[src/uart_consts.svh]
// register map, field positions, reset values and divisors of the port
`ifndef UART_CONSTS_SVH
`define UART_CONSTS_SVH
`define OFF_SC      8'h98
`define OFF_CFG     8'h9C
`define OFF_ADDR    8'hA0
`define OFF_IST     8'hA4
`define OFF_IMASK   8'hA8
`define OFF_BITWR   8'hAC
`define OFF_DATA    8'hB0
`define SC_RESET    8'h00
`define CFG_RESET   32'h0000_1000
`define ADDR_RESET  16'h0000
`define IRQ_RESET   3'h0
`define SC_MODE0    7
`define SC_MODE1    6
`define SC_MPE      5
`define SC_REN      4
`define SC_TB8      3
`define SC_RB8      2
`define SC_TI       1
`define SC_RI       0
`define CFG_FE_SEL  0
`define CFG_DOUBLER 1
`define CFG_X2      2
`define CFG_DIV_LO  8
`define CFG_DIV_HI  19
`define BW_VAL      3
`define IRQ_TX      0
`define IRQ_RX      1
`define IRQ_FE      2
`define DIV_MODE0   12'h00C
`define DIV_MODE2   12'h040
`define LAST8       4'h7
`define LAST9       4'h8
`endif

[src/uart_pkg.sv]
// types shared by the serial port modules
package uart_pkg;
    typedef enum logic [1:0] {
        MODE_SHIFT = 2'h0,
        MODE_UART8 = 2'h1,
        MODE_FIX9  = 2'h2,
        MODE_VAR9  = 2'h3
    } mode_t;
    typedef enum logic [3:0] {
        TX_IDLE  = 4'h1,
        TX_START = 4'h2,
        TX_BITS  = 4'h4,
        TX_STOP  = 4'h8
    } tx_state_t;
    typedef enum logic [3:0] {
        RX_IDLE  = 4'h1,
        RX_START = 4'h2,
        RX_BITS  = 4'h4,
        RX_STOP  = 4'h8
    } rx_state_t;
    typedef logic [11:0] period_t;
    typedef logic [7:0]  apb_addr_t;
    typedef logic [31:0] apb_data_t;
endpackage

[src/baud_if.sv]
// bit timer control: period and restart in, mid and end pulses out
`timescale 1ns/10ps
interface baud_if;
    uart_pkg::period_t period;
    logic              restart;
    logic              mid;
    logic              tick;
    modport ctl (output period, output restart, input mid, input tick);
    modport gen (input period, input restart, output mid, output tick);
endinterface

[src/baud_tick.sv]
// bit timer: pulses at mid bit and at the end of every bit period
`timescale 1ns/10ps
module baud_tick (
    input  wire logic pclk,     // system clock
    input  wire logic presetn,  // async reset, active low
    baud_if.gen       bi        // period in, pulses out
);
    import uart_pkg::*;
    period_t cnt_reg;
    period_t cnt_next;
    // >= keeps the count bounded when the period shrinks mid bit
    always_comb
    begin
        cnt_next = cnt_reg + 12'h001;
        if (bi.restart || cnt_reg >= bi.period - 12'h001)
            cnt_next = 12'h000;
    end
    always_ff @(posedge pclk or negedge presetn)
    begin
        if (!presetn)
            cnt_reg <= 12'h000;
        else
            cnt_reg <= cnt_next;
    end
    assign bi.tick = !bi.restart && (cnt_reg == bi.period - 12'h001);
    assign bi.mid  = !bi.restart && (cnt_reg == (bi.period >> 1));
endmodule // baud_tick

[src/uart_serial_control.sv]
// serial port control register, shift engines and apb slave
`timescale 1ns/10ps
`include "uart_consts.svh"
module uart_serial_control (
    input  wire logic                pclk,     // 20 MHz clock
    input  wire logic                presetn,  // async reset, low
    input  wire logic                psel,     // apb select
    input  wire logic                penable,  // apb access phase
    input  wire logic                pwrite,   // apb write
    input  wire uart_pkg::apb_addr_t paddr,    // apb byte address
    input  wire uart_pkg::apb_data_t pwdata,   // apb write data
    output uart_pkg::apb_data_t      prdata,   // apb read data
    output logic                     pready,   // apb ready
    output logic                     pslverr,  // unmapped address
    input  wire logic                rxd_in,   // data pin level
    output logic                     rxd_out,  // data pin, mode 0 tx
    output logic                     rxd_oe_n, // low while driving
    output logic                     txd_out,  // tx line / shift clk
    output logic                     irq       // level interrupt
);
    import uart_pkg::*;

    logic       rxd_meta_reg, rxd_sync_reg, rxd_prev_reg;
    logic [7:0] serial_control_reg, serial_control_next, wmask, wval;
    logic       fe_reg, fe_next;
    apb_data_t  cfg_reg, cfg_next, prdata_reg, prdata_next;
    logic [15:0] addr_reg, addr_next;
    logic [2:0] ist_reg, ist_next, imask_reg, imask_next;
    logic       irq_reg, irq_next;
    logic [7:0] rx_buf_reg, rx_buf_next;
    logic       pready_reg, pready_next, pslverr_reg, pslverr_next;
    tx_state_t  tx_state_reg, tx_state_next;
    logic [8:0] tx_shift_reg, tx_shift_next;
    logic [3:0] tx_cnt_reg, tx_cnt_next;
    logic       tx_m0_reg, tx_m0_next;
    logic       txd_reg, txd_next, rxd_out_reg, rxd_out_next;
    logic       oe_n_reg, oe_n_next;
    rx_state_t  rx_state_reg, rx_state_next;
    logic [8:0] rx_shift_reg, rx_shift_next, shifted;
    logic [3:0] rx_cnt_reg, rx_cnt_next, rx_last;
    logic       rx_m0_reg, rx_m0_next;
    logic       ti_set, ri_set, fe_set, rb8_load, rb8_val, rx_load;
    logic [7:0] rx_data, ev_data, bc_mask;
    logic       ev_go, ev_ninth, rx_start, tx_go, rx0_go;
    period_t    period;
    mode_t      mode;
    logic       fe_sel, mp, nine, ren, wr, rx_m0_busy;

    baud_if tx_bi ();
    baud_if rx_bi ();
    baud_tick u_tx_baud (.pclk(pclk), .presetn(presetn), .bi(tx_bi));
    baud_tick u_rx_baud (.pclk(pclk), .presetn(presetn), .bi(rx_bi));

    assign mode   = mode_t'({serial_control_reg[`SC_MODE0], serial_control_reg[`SC_MODE1]});
    assign fe_sel = cfg_reg[`CFG_FE_SEL];
    // mode 0 ignores the enable even if software leaves it set
    assign mp     = serial_control_reg[`SC_MPE] && mode != MODE_SHIFT;
    assign nine   = mode[1];
    assign ren    = serial_control_reg[`SC_REN];
    assign wr     = psel && penable && pready_reg && pwrite;
    assign rx_m0_busy = rx_state_reg != RX_IDLE && rx_m0_reg;
    assign rx0_go = mode == MODE_SHIFT && ren && !serial_control_reg[`SC_RI]
                    && rx_state_reg == RX_IDLE
                    && tx_state_reg == TX_IDLE;
    assign tx_go  = wr && paddr == `OFF_DATA && tx_state_reg == TX_IDLE
                    && !rx_m0_busy && !rx0_go;
    assign tx_bi.period  = period;
    assign rx_bi.period  = period;
    assign tx_bi.restart = tx_go;
    assign rx_bi.restart = rx_start;

    always_comb
    begin
        case (mode)
            MODE_SHIFT: period = cfg_reg[`CFG_X2] ? (`DIV_MODE0 >> 1)
                                                  : `DIV_MODE0;
            MODE_FIX9:  period = `DIV_MODE2 >> cfg_reg[`CFG_DOUBLER]
                                 >> cfg_reg[`CFG_X2];
            default:    period = cfg_reg[`CFG_DIV_HI:`CFG_DIV_LO]
                                 >> cfg_reg[`CFG_DOUBLER]
                                 >> cfg_reg[`CFG_X2];
        endcase
        if (period == 12'h000)
            period = 12'h001;
    end

    // apb answers after one wait state so read data comes from a flop
    always_comb
    begin
        pready_next  = psel && penable && !pready_reg;
        pslverr_next = 1'b0;
        prdata_next  = prdata_reg;
        if (pready_next)
        begin
            prdata_next = 32'h0000_0000;
            case (paddr)
                `OFF_SC:    prdata_next = {24'h00_0000,
                                fe_sel ? fe_reg : serial_control_reg[`SC_MODE0],
                                serial_control_reg[6:0]};
                `OFF_CFG:   prdata_next = cfg_reg;
                `OFF_ADDR:  prdata_next = {16'h0000, addr_reg};
                `OFF_IST:   prdata_next = {29'h0000_0000, ist_reg};
                `OFF_IMASK: prdata_next = {29'h0000_0000, imask_reg};
                `OFF_BITWR: prdata_next = 32'h0000_0000;
                `OFF_DATA:  prdata_next = {24'h00_0000, rx_buf_reg};
                default:    pslverr_next = 1'b1;
            endcase
        end
    end

    always_comb
    begin
        wmask = 8'h00;
        wval  = 8'h00;
        if (wr && paddr == `OFF_SC)
        begin
            wmask = 8'hFF;
            wval  = pwdata[7:0];
        end
        else if (wr && paddr == `OFF_BITWR)
        begin
            wmask = 8'h01 << pwdata[2:0];
            wval  = {8{pwdata[`BW_VAL]}};
        end
    end

    always_comb
    begin
        serial_control_next = (serial_control_reg & ~wmask) | (wval & wmask);
        if (fe_sel)
            serial_control_next[`SC_MODE0] = serial_control_reg[`SC_MODE0];
        fe_next = fe_reg;
        if (fe_sel && wmask[`SC_MODE0])
            fe_next = wval[`SC_MODE0];
        fe_next = fe_next | fe_set;
        if (rb8_load)
            serial_control_next[`SC_RB8] = rb8_val;
        // hardware set wins over a software clear in the same cycle
        serial_control_next[`SC_TI] = serial_control_next[`SC_TI] | ti_set;
        serial_control_next[`SC_RI] = serial_control_next[`SC_RI] | ri_set;
        cfg_next   = (wr && paddr == `OFF_CFG) ? pwdata : cfg_reg;
        addr_next  = (wr && paddr == `OFF_ADDR) ? pwdata[15:0] : addr_reg;
        imask_next = (wr && paddr == `OFF_IMASK) ? pwdata[2:0]
                                                 : imask_reg;
        ist_next = ist_reg;
        if (wr && paddr == `OFF_IST)
            ist_next = ist_reg & ~pwdata[2:0];
        ist_next[`IRQ_TX] = ist_next[`IRQ_TX] | ti_set;
        ist_next[`IRQ_RX] = ist_next[`IRQ_RX] | ri_set;
        ist_next[`IRQ_FE] = ist_next[`IRQ_FE] | fe_set;
        irq_next    = |(ist_next & imask_next);
        rx_buf_next = rx_load ? rx_data : rx_buf_reg;
    end

    // mode 0 shift clock is low in the first half of each bit
    always_comb
    begin
        tx_state_next = tx_state_reg;
        tx_shift_next = tx_shift_reg;
        tx_cnt_next   = tx_cnt_reg;
        tx_m0_next    = tx_m0_reg;
        txd_next      = txd_reg;
        rxd_out_next  = rxd_out_reg;
        oe_n_next     = oe_n_reg;
        ti_set        = 1'b0;
        case (tx_state_reg)
            TX_IDLE:
            begin
                if (tx_go)
                begin
                    tx_shift_next = {serial_control_reg[`SC_TB8], pwdata[7:0]};
                    tx_cnt_next   = 4'h0;
                    tx_m0_next    = mode == MODE_SHIFT;
                    txd_next      = 1'b0;
                    tx_state_next = TX_START;
                    if (mode == MODE_SHIFT)
                    begin
                        tx_state_next = TX_BITS;
                        rxd_out_next  = pwdata[0];
                        oe_n_next     = 1'b0;
                    end
                end
                else if (rx0_go)
                    txd_next = 1'b0;
                else if (rx_m0_busy && rx_bi.mid)
                    txd_next = 1'b1;
                else if (rx_m0_busy && rx_bi.tick && rx_cnt_reg != `LAST8)
                    txd_next = 1'b0;
            end
            TX_START:
                if (tx_bi.tick)
                begin
                    tx_state_next = TX_BITS;
                    txd_next      = tx_shift_reg[0];
                end
            TX_BITS:
                if (tx_m0_reg && tx_bi.mid)
                    txd_next = 1'b1;
                else if (tx_bi.tick)
                begin
                    if (tx_cnt_reg == ((nine && !tx_m0_reg) ? `LAST9
                                                            : `LAST8))
                    begin
                        ti_set        = 1'b1;
                        tx_state_next = tx_m0_reg ? TX_IDLE : TX_STOP;
                        txd_next      = 1'b1;
                        oe_n_next     = 1'b1;
                    end
                    else
                    begin
                        tx_cnt_next   = tx_cnt_reg + 4'h1;
                        tx_shift_next = {1'b0, tx_shift_reg[8:1]};
                        txd_next      = tx_m0_reg ? 1'b0 : tx_shift_reg[1];
                        rxd_out_next  = tx_shift_reg[1];
                    end
                end
            TX_STOP:
                if (tx_bi.tick)
                    tx_state_next = TX_IDLE;
            default:
            begin
                tx_state_next = TX_IDLE;
                txd_next      = 1'b1;
                oe_n_next     = 1'b1;
            end
        endcase
    end

    assign shifted = {rxd_sync_reg, rx_shift_reg[8:1]};
    assign rx_last = nine ? `LAST9 : `LAST8;
    assign bc_mask = addr_reg[7:0] | addr_reg[15:8];

    always_comb
    begin
        rx_state_next = rx_state_reg;
        rx_shift_next = rx_shift_reg;
        rx_cnt_next   = rx_cnt_reg;
        rx_m0_next    = rx_m0_reg;
        rx_start = 1'b0;
        ri_set   = 1'b0;
        fe_set   = 1'b0;
        rb8_load = 1'b0;
        rb8_val  = serial_control_reg[`SC_RB8];
        rx_load  = 1'b0;
        rx_data  = rx_shift_reg[8:1];
        ev_go    = 1'b0;
        ev_data  = rx_shift_reg[8:1];
        ev_ninth = rxd_sync_reg;
        if (!ren)
            rx_state_next = RX_IDLE;
        else
            case (rx_state_reg)
                RX_IDLE:
                    if (rx0_go || (mode != MODE_SHIFT && rxd_prev_reg
                                   && !rxd_sync_reg))
                    begin
                        rx_start      = 1'b1;
                        rx_m0_next    = rx0_go;
                        rx_cnt_next   = 4'h0;
                        rx_state_next = rx0_go ? RX_BITS : RX_START;
                    end
                RX_START:
                    if (rx_bi.mid && rxd_sync_reg)
                        rx_state_next = RX_IDLE;
                    else if (rx_bi.tick)
                        rx_state_next = RX_BITS;
                RX_BITS:
                    if (rx_bi.mid)
                    begin
                        rx_shift_next = shifted;
                        if (!rx_m0_reg && rx_cnt_reg == rx_last)
                        begin
                            rx_state_next = RX_STOP;
                            // without framing check 9-bit frames end here
                            ev_go    = nine && !fe_sel;
                            ev_data  = shifted[7:0];
                            ev_ninth = shifted[8];
                        end
                        else if (!rx_m0_reg)
                            rx_cnt_next = rx_cnt_reg + 4'h1;
                    end
                    else if (rx_m0_reg && rx_bi.tick)
                    begin
                        rx_cnt_next = rx_cnt_reg + 4'h1;
                        if (rx_cnt_reg == `LAST8)
                        begin
                            ri_set        = 1'b1;
                            rx_load       = 1'b1;
                            rx_state_next = RX_IDLE;
                        end
                    end
                RX_STOP:
                    if (rx_bi.mid)
                    begin
                        rx_state_next = RX_IDLE;
                        fe_set = fe_sel && !rxd_sync_reg;
                        ev_go  = !(nine && !fe_sel);
                        ev_data  = nine ? rx_shift_reg[7:0]
                                        : rx_shift_reg[8:1];
                        ev_ninth = nine ? rx_shift_reg[8] : rxd_sync_reg;
                    end
                default:
                    rx_state_next = RX_IDLE;
            endcase
        // the ninth bit (stop bit in mode 1) marks an address frame
        if (ev_go && !serial_control_reg[`SC_RI] && (!mp || (ev_ninth
            && (((ev_data ^ addr_reg[7:0]) & addr_reg[15:8]) == 8'h00
                || (ev_data & bc_mask) == bc_mask))))
        begin
            ri_set   = 1'b1;
            rx_load  = 1'b1;
            rx_data  = ev_data;
            rb8_load = 1'b1;
            rb8_val  = ev_ninth;
        end
    end

    always_ff @(posedge pclk or negedge presetn)
    begin
        if (!presetn)
        begin
            rxd_meta_reg <= 1'b1;
            rxd_sync_reg <= 1'b1;
            rxd_prev_reg <= 1'b1;
        end
        else
        begin
            rxd_meta_reg <= rxd_in;
            rxd_sync_reg <= rxd_meta_reg;
            rxd_prev_reg <= rxd_sync_reg;
        end
    end

    always_ff @(posedge pclk or negedge presetn)
    begin
        if (!presetn)
        begin
            serial_control_reg     <= `SC_RESET;
            fe_reg       <= 1'b0;
            cfg_reg      <= `CFG_RESET;
            addr_reg     <= `ADDR_RESET;
            ist_reg      <= `IRQ_RESET;
            imask_reg    <= `IRQ_RESET;
            irq_reg      <= 1'b0;
            rx_buf_reg   <= 8'h00;
            pready_reg   <= 1'b0;
            pslverr_reg  <= 1'b0;
            prdata_reg   <= 32'h0000_0000;
            tx_state_reg <= TX_IDLE;
            tx_shift_reg <= 9'h000;
            tx_cnt_reg   <= 4'h0;
            tx_m0_reg    <= 1'b0;
            txd_reg      <= 1'b1;
            rxd_out_reg  <= 1'b1;
            oe_n_reg     <= 1'b1;
            rx_state_reg <= RX_IDLE;
            rx_shift_reg <= 9'h000;
            rx_cnt_reg   <= 4'h0;
            rx_m0_reg    <= 1'b0;
        end
        else
        begin
            serial_control_reg     <= serial_control_next;
            fe_reg       <= fe_next;
            cfg_reg      <= cfg_next;
            addr_reg     <= addr_next;
            ist_reg      <= ist_next;
            imask_reg    <= imask_next;
            irq_reg      <= irq_next;
            rx_buf_reg   <= rx_buf_next;
            pready_reg   <= pready_next;
            pslverr_reg  <= pslverr_next;
            prdata_reg   <= prdata_next;
            tx_state_reg <= tx_state_next;
            tx_shift_reg <= tx_shift_next;
            tx_cnt_reg   <= tx_cnt_next;
            tx_m0_reg    <= tx_m0_next;
            txd_reg      <= txd_next;
            rxd_out_reg  <= rxd_out_next;
            oe_n_reg     <= oe_n_next;
            rx_state_reg <= rx_state_next;
            rx_shift_reg <= rx_shift_next;
            rx_cnt_reg   <= rx_cnt_next;
            rx_m0_reg    <= rx_m0_next;
        end
    end

    assign prdata   = prdata_reg;
    assign pready   = pready_reg;
    assign pslverr  = pslverr_reg;
    assign txd_out  = txd_reg;
    assign rxd_out  = rxd_out_reg;
    assign rxd_oe_n = oe_n_reg;
    assign irq      = irq_reg;
endmodule // uart_serial_control

[config.mk]
export PLATFORM = sky130hd
export DESIGN_NAME = uart_serial_control
export DESIGN_NICKNAME = d
export VERILOG_FILES = /design/src/uart_pkg.sv /design/src/baud_if.sv /design/src/baud_tick.sv /design/src/uart_serial_control.sv
export VERILOG_INCLUDE_DIRS = /design/src /design/src/src
export SDC_FILE = /design/constraint.sdc
export NUM_CORES = 1
export LEC_CHECK = 0
export BUFFER_PORTS_ARGS = -buffer_cell sky130_fd_sc_hd__clkbuf_2
export CELL_PAD_IN_SITES_DETAIL_PLACEMENT = 1
export CELL_PAD_IN_SITES_GLOBAL_PLACEMENT = 1
export CORE_MARGIN = 1
export CORE_UTILIZATION = 47
export CTS_CLUSTER_SIZE = 28
export DETAILED_ROUTE_END_ITERATION = 7
export GPL_ROUTABILITY_DRIVEN = 1
export HOLD_SLACK_MARGIN = 0.1
export PLACE_DENSITY = 0.79
export SLEW_MARGIN = 30
export SYNTH_ARGS = -nofsm -noshare
export SYNTH_HDL_FRONTEND = slang
export SYNTH_SLANG_ARGS = --single-unit
[constraint.sdc]
create_clock -name pclk -period 6.4 [get_ports pclk]
set_input_delay 0.96 -clock pclk [delete_from_list [all_inputs] [get_ports pclk]]
set_output_delay 0.96 -clock pclk [all_outputs]
set_load 0.01 [all_outputs]
Yosys cells after proc, flatten, opt, wreduce, memory -nomap -nowiden
Cells that the tools add are included.
{"block": "op_classes", "add_sub_neg": 5, "magnitude_cmp": 2, "n_eq_ne": 47, "shift": 5, "n_mux": 109, "bitwise": 19, "n_reduce_logical": 76}
{"cell": "32-bit one-hot mux with 6 select lines", "n": 1}
{"cell": "4-bit 2-to-1 mux", "n": 28}
{"cell": "8-bit 2-to-1 mux", "n": 9}
{"cell": "8-bit == test (second input constant)", "n": 7}
{"cell": "1-bit 2-to-1 mux", "n": 50}
{"cell": "1-bit logical AND", "n": 40}
{"cell": "12-bit 2-to-1 mux", "n": 3}
{"cell": "9-bit 2-to-1 mux", "n": 4}
{"cell": "12-bit by 1-bit right shift with 12-bit output", "n": 3}
{"cell": "8-bit AND", "n": 4}
{"cell": "4-bit one-hot mux with 4 select lines", "n": 2}
{"cell": "6-bit AND reduction", "n": 5}
{"cell": "12-bit by 1-bit adder with 12-bit output (second input constant)", "n": 2}
{"cell": "12-bit by 11-bit == test with 1-bit output", "n": 2}
{"cell": "12-bit == test", "n": 2}
{"cell": "12-bit >= comparator", "n": 2}
{"cell": "12-bit one-hot mux with 2 select lines", "n": 1}
{"cell": "9-bit one-hot mux with 2 select lines", "n": 1}
{"cell": "4-bit inequality test (second input constant)", "n": 4}
{"cell": "8-bit bitwise OR", "n": 2}
{"cell": "4-bit one-hot mux with 2 select lines", "n": 2}
{"cell": "3-bit inequality test (second input constant)", "n": 5}
{"cell": "2-bit inequality test (second input constant)", "n": 7}
{"cell": "4-bit by 3-bit == test with 1-bit output (second input constant)", "n": 3}
{"cell": "38 further kinds", "n": 74}
{"block": "totals", "regBits": 172, "in_bits": 46, "output_inout_bits": 38, "word_cells": 292}

Depth between registers and ports, before layout
{"block": "logic_depth", "ltp_word": 25, "depth_mapped": 22, "mapped_depth_nobuf": 19}

Hierarchy
A second synthesis with hierarchy kept.
{"block": "unflattened", "hier_cells": 1070, "area_unflattened_um2": 10485.1}
{"module": "uart_serial_control", "n_inst": 1, "cells_each": 814, "area_per_inst_um2": 7982.7, "seq_area_each_um2": 3714.8}
{"module": "baud_tick", "n_inst": 2, "cells_each": 128, "area_per_inst_um2": 1251.2, "seq_area_each_um2": 300.3}

Least setup slack after synthesis
Ideal clock, no wire load.
{"block": "synth_path", "path_type": "register -> register", "from": "register cfg_reg[1]", "to": "register rx_state_reg[2]", "setup_ns": 0.125, "arrival_time_ns": 4.334, "t_required_ns": 6.275, "setup_slack_ns": 1.941, "path_stages_with_launch": 23, "n_path_buf": 3, "synth_period_minus_slack_ns": 4.459, "path_cell_list": "dfrtp_1 buf_6 buf_6 buf_6 and3_1 a221o_1 a21oi_2 nand4b_1 nor2_1 a31oi_1 ha_1 nand2_1 nor2_1 xnor2_1 ha_1 nand4_1 a2111oi_2 nand4_1 a211oi_1 a21oi_1 a21oi_1 o21ai_2 mux2_2"}
{"block": "synth_via", "elab_chain_len": 11, "word_cells_on_any_way": 24, "classes_between": "1 x add/sub; 7 x eq/ne; 4 x shift; 6 x mux; 6 x reduce/logical"}
{"element": "start: declaration", "line": "uart_serial_control.sv:26", "source": "apb_data_t cfg_reg, cfg_next, prdata_reg, prdata_next;"}
{"element": "start signal: assignment", "line": "uart_serial_control.sv:340", "source": "cfg_reg <= `CFG_RESET;"}
{"element": "start signal: assignment", "line": "uart_serial_control.sv:365", "source": "cfg_reg <= cfg_next;"}
{"element": "12-bit by 1-bit right shift with 12-bit output or 7-bit by 1-bit right shift with 12-bit output (tied branches)"}
{"element": "12-bit by 1-bit right shift with 12-bit output, on equally long branches"}
{"element": "12-bit one-hot mux with 2 select lines (*)", "line": "uart_serial_control.sv:74", "source": "case (mode)"}
{"element": "12-bit logical NOT", "line": "uart_serial_control.sv:83", "source": "if (period == 12'h000)"}
{"element": "12-bit 2-to-1 mux (*)", "line": "uart_serial_control.sv:83"}
{"element": "12-bit by 1-bit subtractor with 12-bit output or 12-bit by 11-bit == test with 1-bit output (tied branches)", "line": "baud_tick.sv:25, baud_tick.sv:26"}
{"element": "12-bit == test or 1-bit logical AND (tied branches)", "line": "baud_tick.sv:25, baud_tick.sv:26"}
{"element": "1-bit logical AND, on equally long branches", "line": "baud_tick.sv:25, uart_serial_control.sv:263"}
{"element": "1-bit logical AND or 4-bit 2-to-1 mux (tied branches)", "line": "uart_serial_control.sv:282, uart_serial_control.sv:263"}
{"element": "4-bit inequality test (no line) or 4-bit one-hot mux with 4 select lines (tied branches)"}
{"element": "6-bit AND reduction (no line) or 4-bit 2-to-1 mux (tied branches)"}
{"element": "end signal: assignment", "line": "uart_serial_control.sv:381", "source": "rx_state_reg <= rx_state_next;"}
{"element": "end: declaration", "line": "uart_serial_control.sv:38", "source": "rx_state_t rx_state_reg, rx_state_next;"}
Every way passes the cells marked *; elsewhere a longest branch is shown, timed or not.
A chain may end at the register's enable or synchronous reset.

Worst setup path in the final report
Ends and elaborated chain as after synthesis.

==> flow_summary.json <==
{
  "status": "complete, no violations",
  "reg2reg_depth": 21,
  "cts_hold_buffers": 0,
  "rows": 55,
  "avgViaCountPerCell": 6.24,
  "drt_wl_total_um": 35200,
  "crit_chain": "buf_4 -> nor2_2 -> a221o_1 -> a21oi_2 -> nand4b_1 -> nor2_1 -> a31oi_1 -> ha_1 -> nand2_1 -> nor2_1 -> xor2_1 -> ha_1 -> nand4_1 -> a2111oi_2 -> buf_4 -> nand4_1 -> a211oi_1 -> a21oi_1 -> a21oi_1 -> o21ai_2 -> mux2_2",
  "die-area_sq_um": 23500,
  "pin_count": 84,
  "ir_drop_v": 0.000159,
  "layout_min_cycle_time_ps": 5440,
  "yosys_warnings": 0,
  "insertion_delay_ps": 450,
  "hold_class": "register to register",
  "slew_headroom_pct": 41.9,
  "crit_fanout": 21,
  "finalPower_mw": 2.98,
  "hold_ws_ps": 351,
  "cts.sinks": 172,
  "synth-compound-area-share_pct": 15.5,
  "gp_congestion": 0.947,
  "timing.critical_path.slowest_cell_delay_ps": 630,
  "drt_pre_antenna_iters": 5,
  "final_cells": 1506,
  "hold_depth": 0,
  "crit_required_ps": 6720,
  "grt_use_total_pct": 30.9,
  "ys_top_cells_by_area": "dfrtp_1 (38%), mux2_2 (6.7%), nand2_1 (5.1%)",
  "grt_overflow": 0,
  "cts_tree": "built",
  "hpwl_um": 25900,
  "clockBufferDepth": 2,
  "maxSlewViolCount": 0,
  "start_kind": "register",
  "drtIter0Drc": 591,
  "ys_types": 89,
  "p_leak_nw": 5.65,
  "drv_cap": 0,
  "syn-num-nets": 1224,
  "finalHoldViolations": 0,
  "ant_nets": 0,
  "synth-main-ff-cell": "dfrtp_1",
  "cts_buffers": 17,
  "wl_per_cell_um": 23.4,
  "finalSetupViolations": 0,
  "grt_pass1_vias": 9977,
  "syn_area_sq_um": 10800,
  "synth-xor-area-share_pct": 5.61,
  "tightest_slew_ps": 871,
  "endpoint_kind": "register",
  "setup_tns_ps": 0,
  "synth_mux_area_share_pct": 10.5,
  "drive_gt1_share_pct": 20.0,
  "netlist.area_leader.share_pct": 37.9,
  "fin_util_pct": 53.2,
  "syn_avg_cell_area_sq_um": 9.38,
  "arrival_ps": 5760,
  "num_antenna_cells": 0,
  "nets": 1283,
  "cp_slowest_cell": "dfrtp_1",
  "critPathKind": "register to register",
  "dieWidth_um": 153,
  "synth_top_family_by_area": "simple AND/OR/NAND/NOR gates",
  "dpl_cell_area_sq_um": 11400,
  "clock-skew-final_ps": 17.9,
  "fin_area_sq_um": 12000,
  "htree_levels": 4,
  "clock-root-buffer": "clkbuf_16",
  "clk_pin_slew_worst_paths_ps": 80,
  "start_util_pct": 47.7,
  "syn_inst": 1149,
  "cts_resized": 0,
  "dp.cells": 1474,
  "rsz0062_at_grt": "false",
  "die_h_um": 153,
  "ys_seq_area_share_pct": 40.1,
  "synth-simple-area-share_pct": 20.9,
  "yosys.area_share.adder_pct": 3.37,
  "fin_crit_sh_pct": 85.0,
  "worst_slack_ps": 959,
  "area_growth_syn_to_layout_pct": 11.4,
  "io_buffers": 83,
  "post-cts-setup-buffers": 0,
  "fillCellCount": 2595,
  "ys_ff_latch": 172,
  "dp_slack_ps": 1070,
  "core_area_sq_um": 22600,
  "grt_antenna_before_repair": 0,
  "grt_pass1_wl_um": 56500,
  "vias": 9401,
  "yosysTopAreaCell": "dfrtp_1",
  "synth-async-reset-ratio_pct": 100,
  "power.density_nw_per_um2": 248,
  "grt_max_degree": 91,
  "fmax_ghz": 0.184,
  "synth_edf_count": 0,
  "remaining_drc_errors": 0
}
[cell type report]
class / instances / area, sq um / share of cell area, %
Clock buffer: 18 / 429 / 3.57
Timing Repair Buffer: 104 / 579 / 4.83
Sequential cell: 172 / 4320 / 35.9
Tap cell: 285 / 357 / 2.97
Inverter: 36 / 135 / 1.13
Multi-Input combinational cell: 877 / 6050 / 50.4
Clock inverter: 14 / 141 / 1.18
[cells in the final DEF, fill, tap and decap left out, drive strengths merged, types with 8 or more instances in the layout]
master	instances
a221o	10
nor2	91
nor4b	9
nand3	47
a22oi	10
dfrtp	163
a31oi	8
dfstp	9
nand2	145
ha	29
mux2i	36
xnor2	34
and3	17
a22o	17
nand4	21
a21oi	35
buf	22
nand2b	11
nor4	13
inv	44
or3	11
nor3	16
o211ai	8
xor2	35
o21ai	67
nor2b	12
mux2	66
clkbuf	100
o22ai	17
a21o	11
[cell families (layout without fill, tap and decap cells)]
kind of cell,Yosys count,in the layout
flip-flops,172,172
AND/OR/NAND/NOR,439,439
adder cells (fa/ha/maj),29,29
XOR/XNOR,69,69
multiplexers,102,102
AO/OA/AOI/OAI,238,238
buffers and inverters,100,172
[cells in the mapped netlist, types with 5 or more instances]
library cell,count
nor3_1,16
and3_1,17
and2_1,5
mux2_2,64
o211ai_1,8
buf_6,5
or3_1,11
inv_1,35
nand3_1,47
a221oi_1,7
nor4b_1,7
o2111ai_1,6
o21ai_0,63
buf_1,6
ha_1,29
nor2_1,89
clkbuf_1,42
mux2i_1,32
a21o_1,11
a21oi_1,34
a31oi_1,7
nand2b_1,11
xor2_1,35
buf_4,6
dfstp_2,9
o2bb2ai_1,5
o22ai_1,16
nand3b_1,7
a22o_1,17
nand4b_1,6
o31ai_1,5
nand4_1,21
a221o_1,10
nand2_1,145
xnor2_1,34
dfrtp_1,163
a22oi_1,10
buf_2,5
nor2b_1,12
nor4_1,11
[metal layers]
layer	routed length [um]	vias to the layer above	global-route usage, %	part of all wire, %
met5	0	-	0	0
met1	15100	4763	38.9	43
met2	17500	268	52.9	50
met4	1140	0	13.2	3.2
met3	1490	77	4.51	4.2
li1	-	4293	-	-
[power by group]
part / switching (mW) / internal [mW]
Sequential: 0.154 / 1.15
Combinational: 0.368 / 0.264
Clock: 0.521 / 0.521
Total: 1.04 / 1.94
[worst paths after layout]
kind	from	slack, ps	end
min in group asynchronous	presetn	590	cfg_reg[11]
max in group asynchronous	presetn	4650	cfg_reg[6]
hold reg to reg	rxd_meta_reg	350	rxd_sync_reg
hold / removal	rxd_meta_reg	350	rxd_sync_reg
setup reg to reg	cfg_reg[1]	960	rx_state_reg[2]
setup / recovery	cfg_reg[1]	960	rx_state_reg[2]
[worst max-delay path, delay by kind of cell (launching register included)]
kind                       cells  cell delay, ps
AOI/OAI and AO/OA              8            2010
xor gates and xnor gates       1             190
adders and majority gates      2             590
buffers and inverters          2             590
DFF                            1             630
muxes                          1             290
and+or+nand+nor                7             990
(Power assumes the default switching activity.)
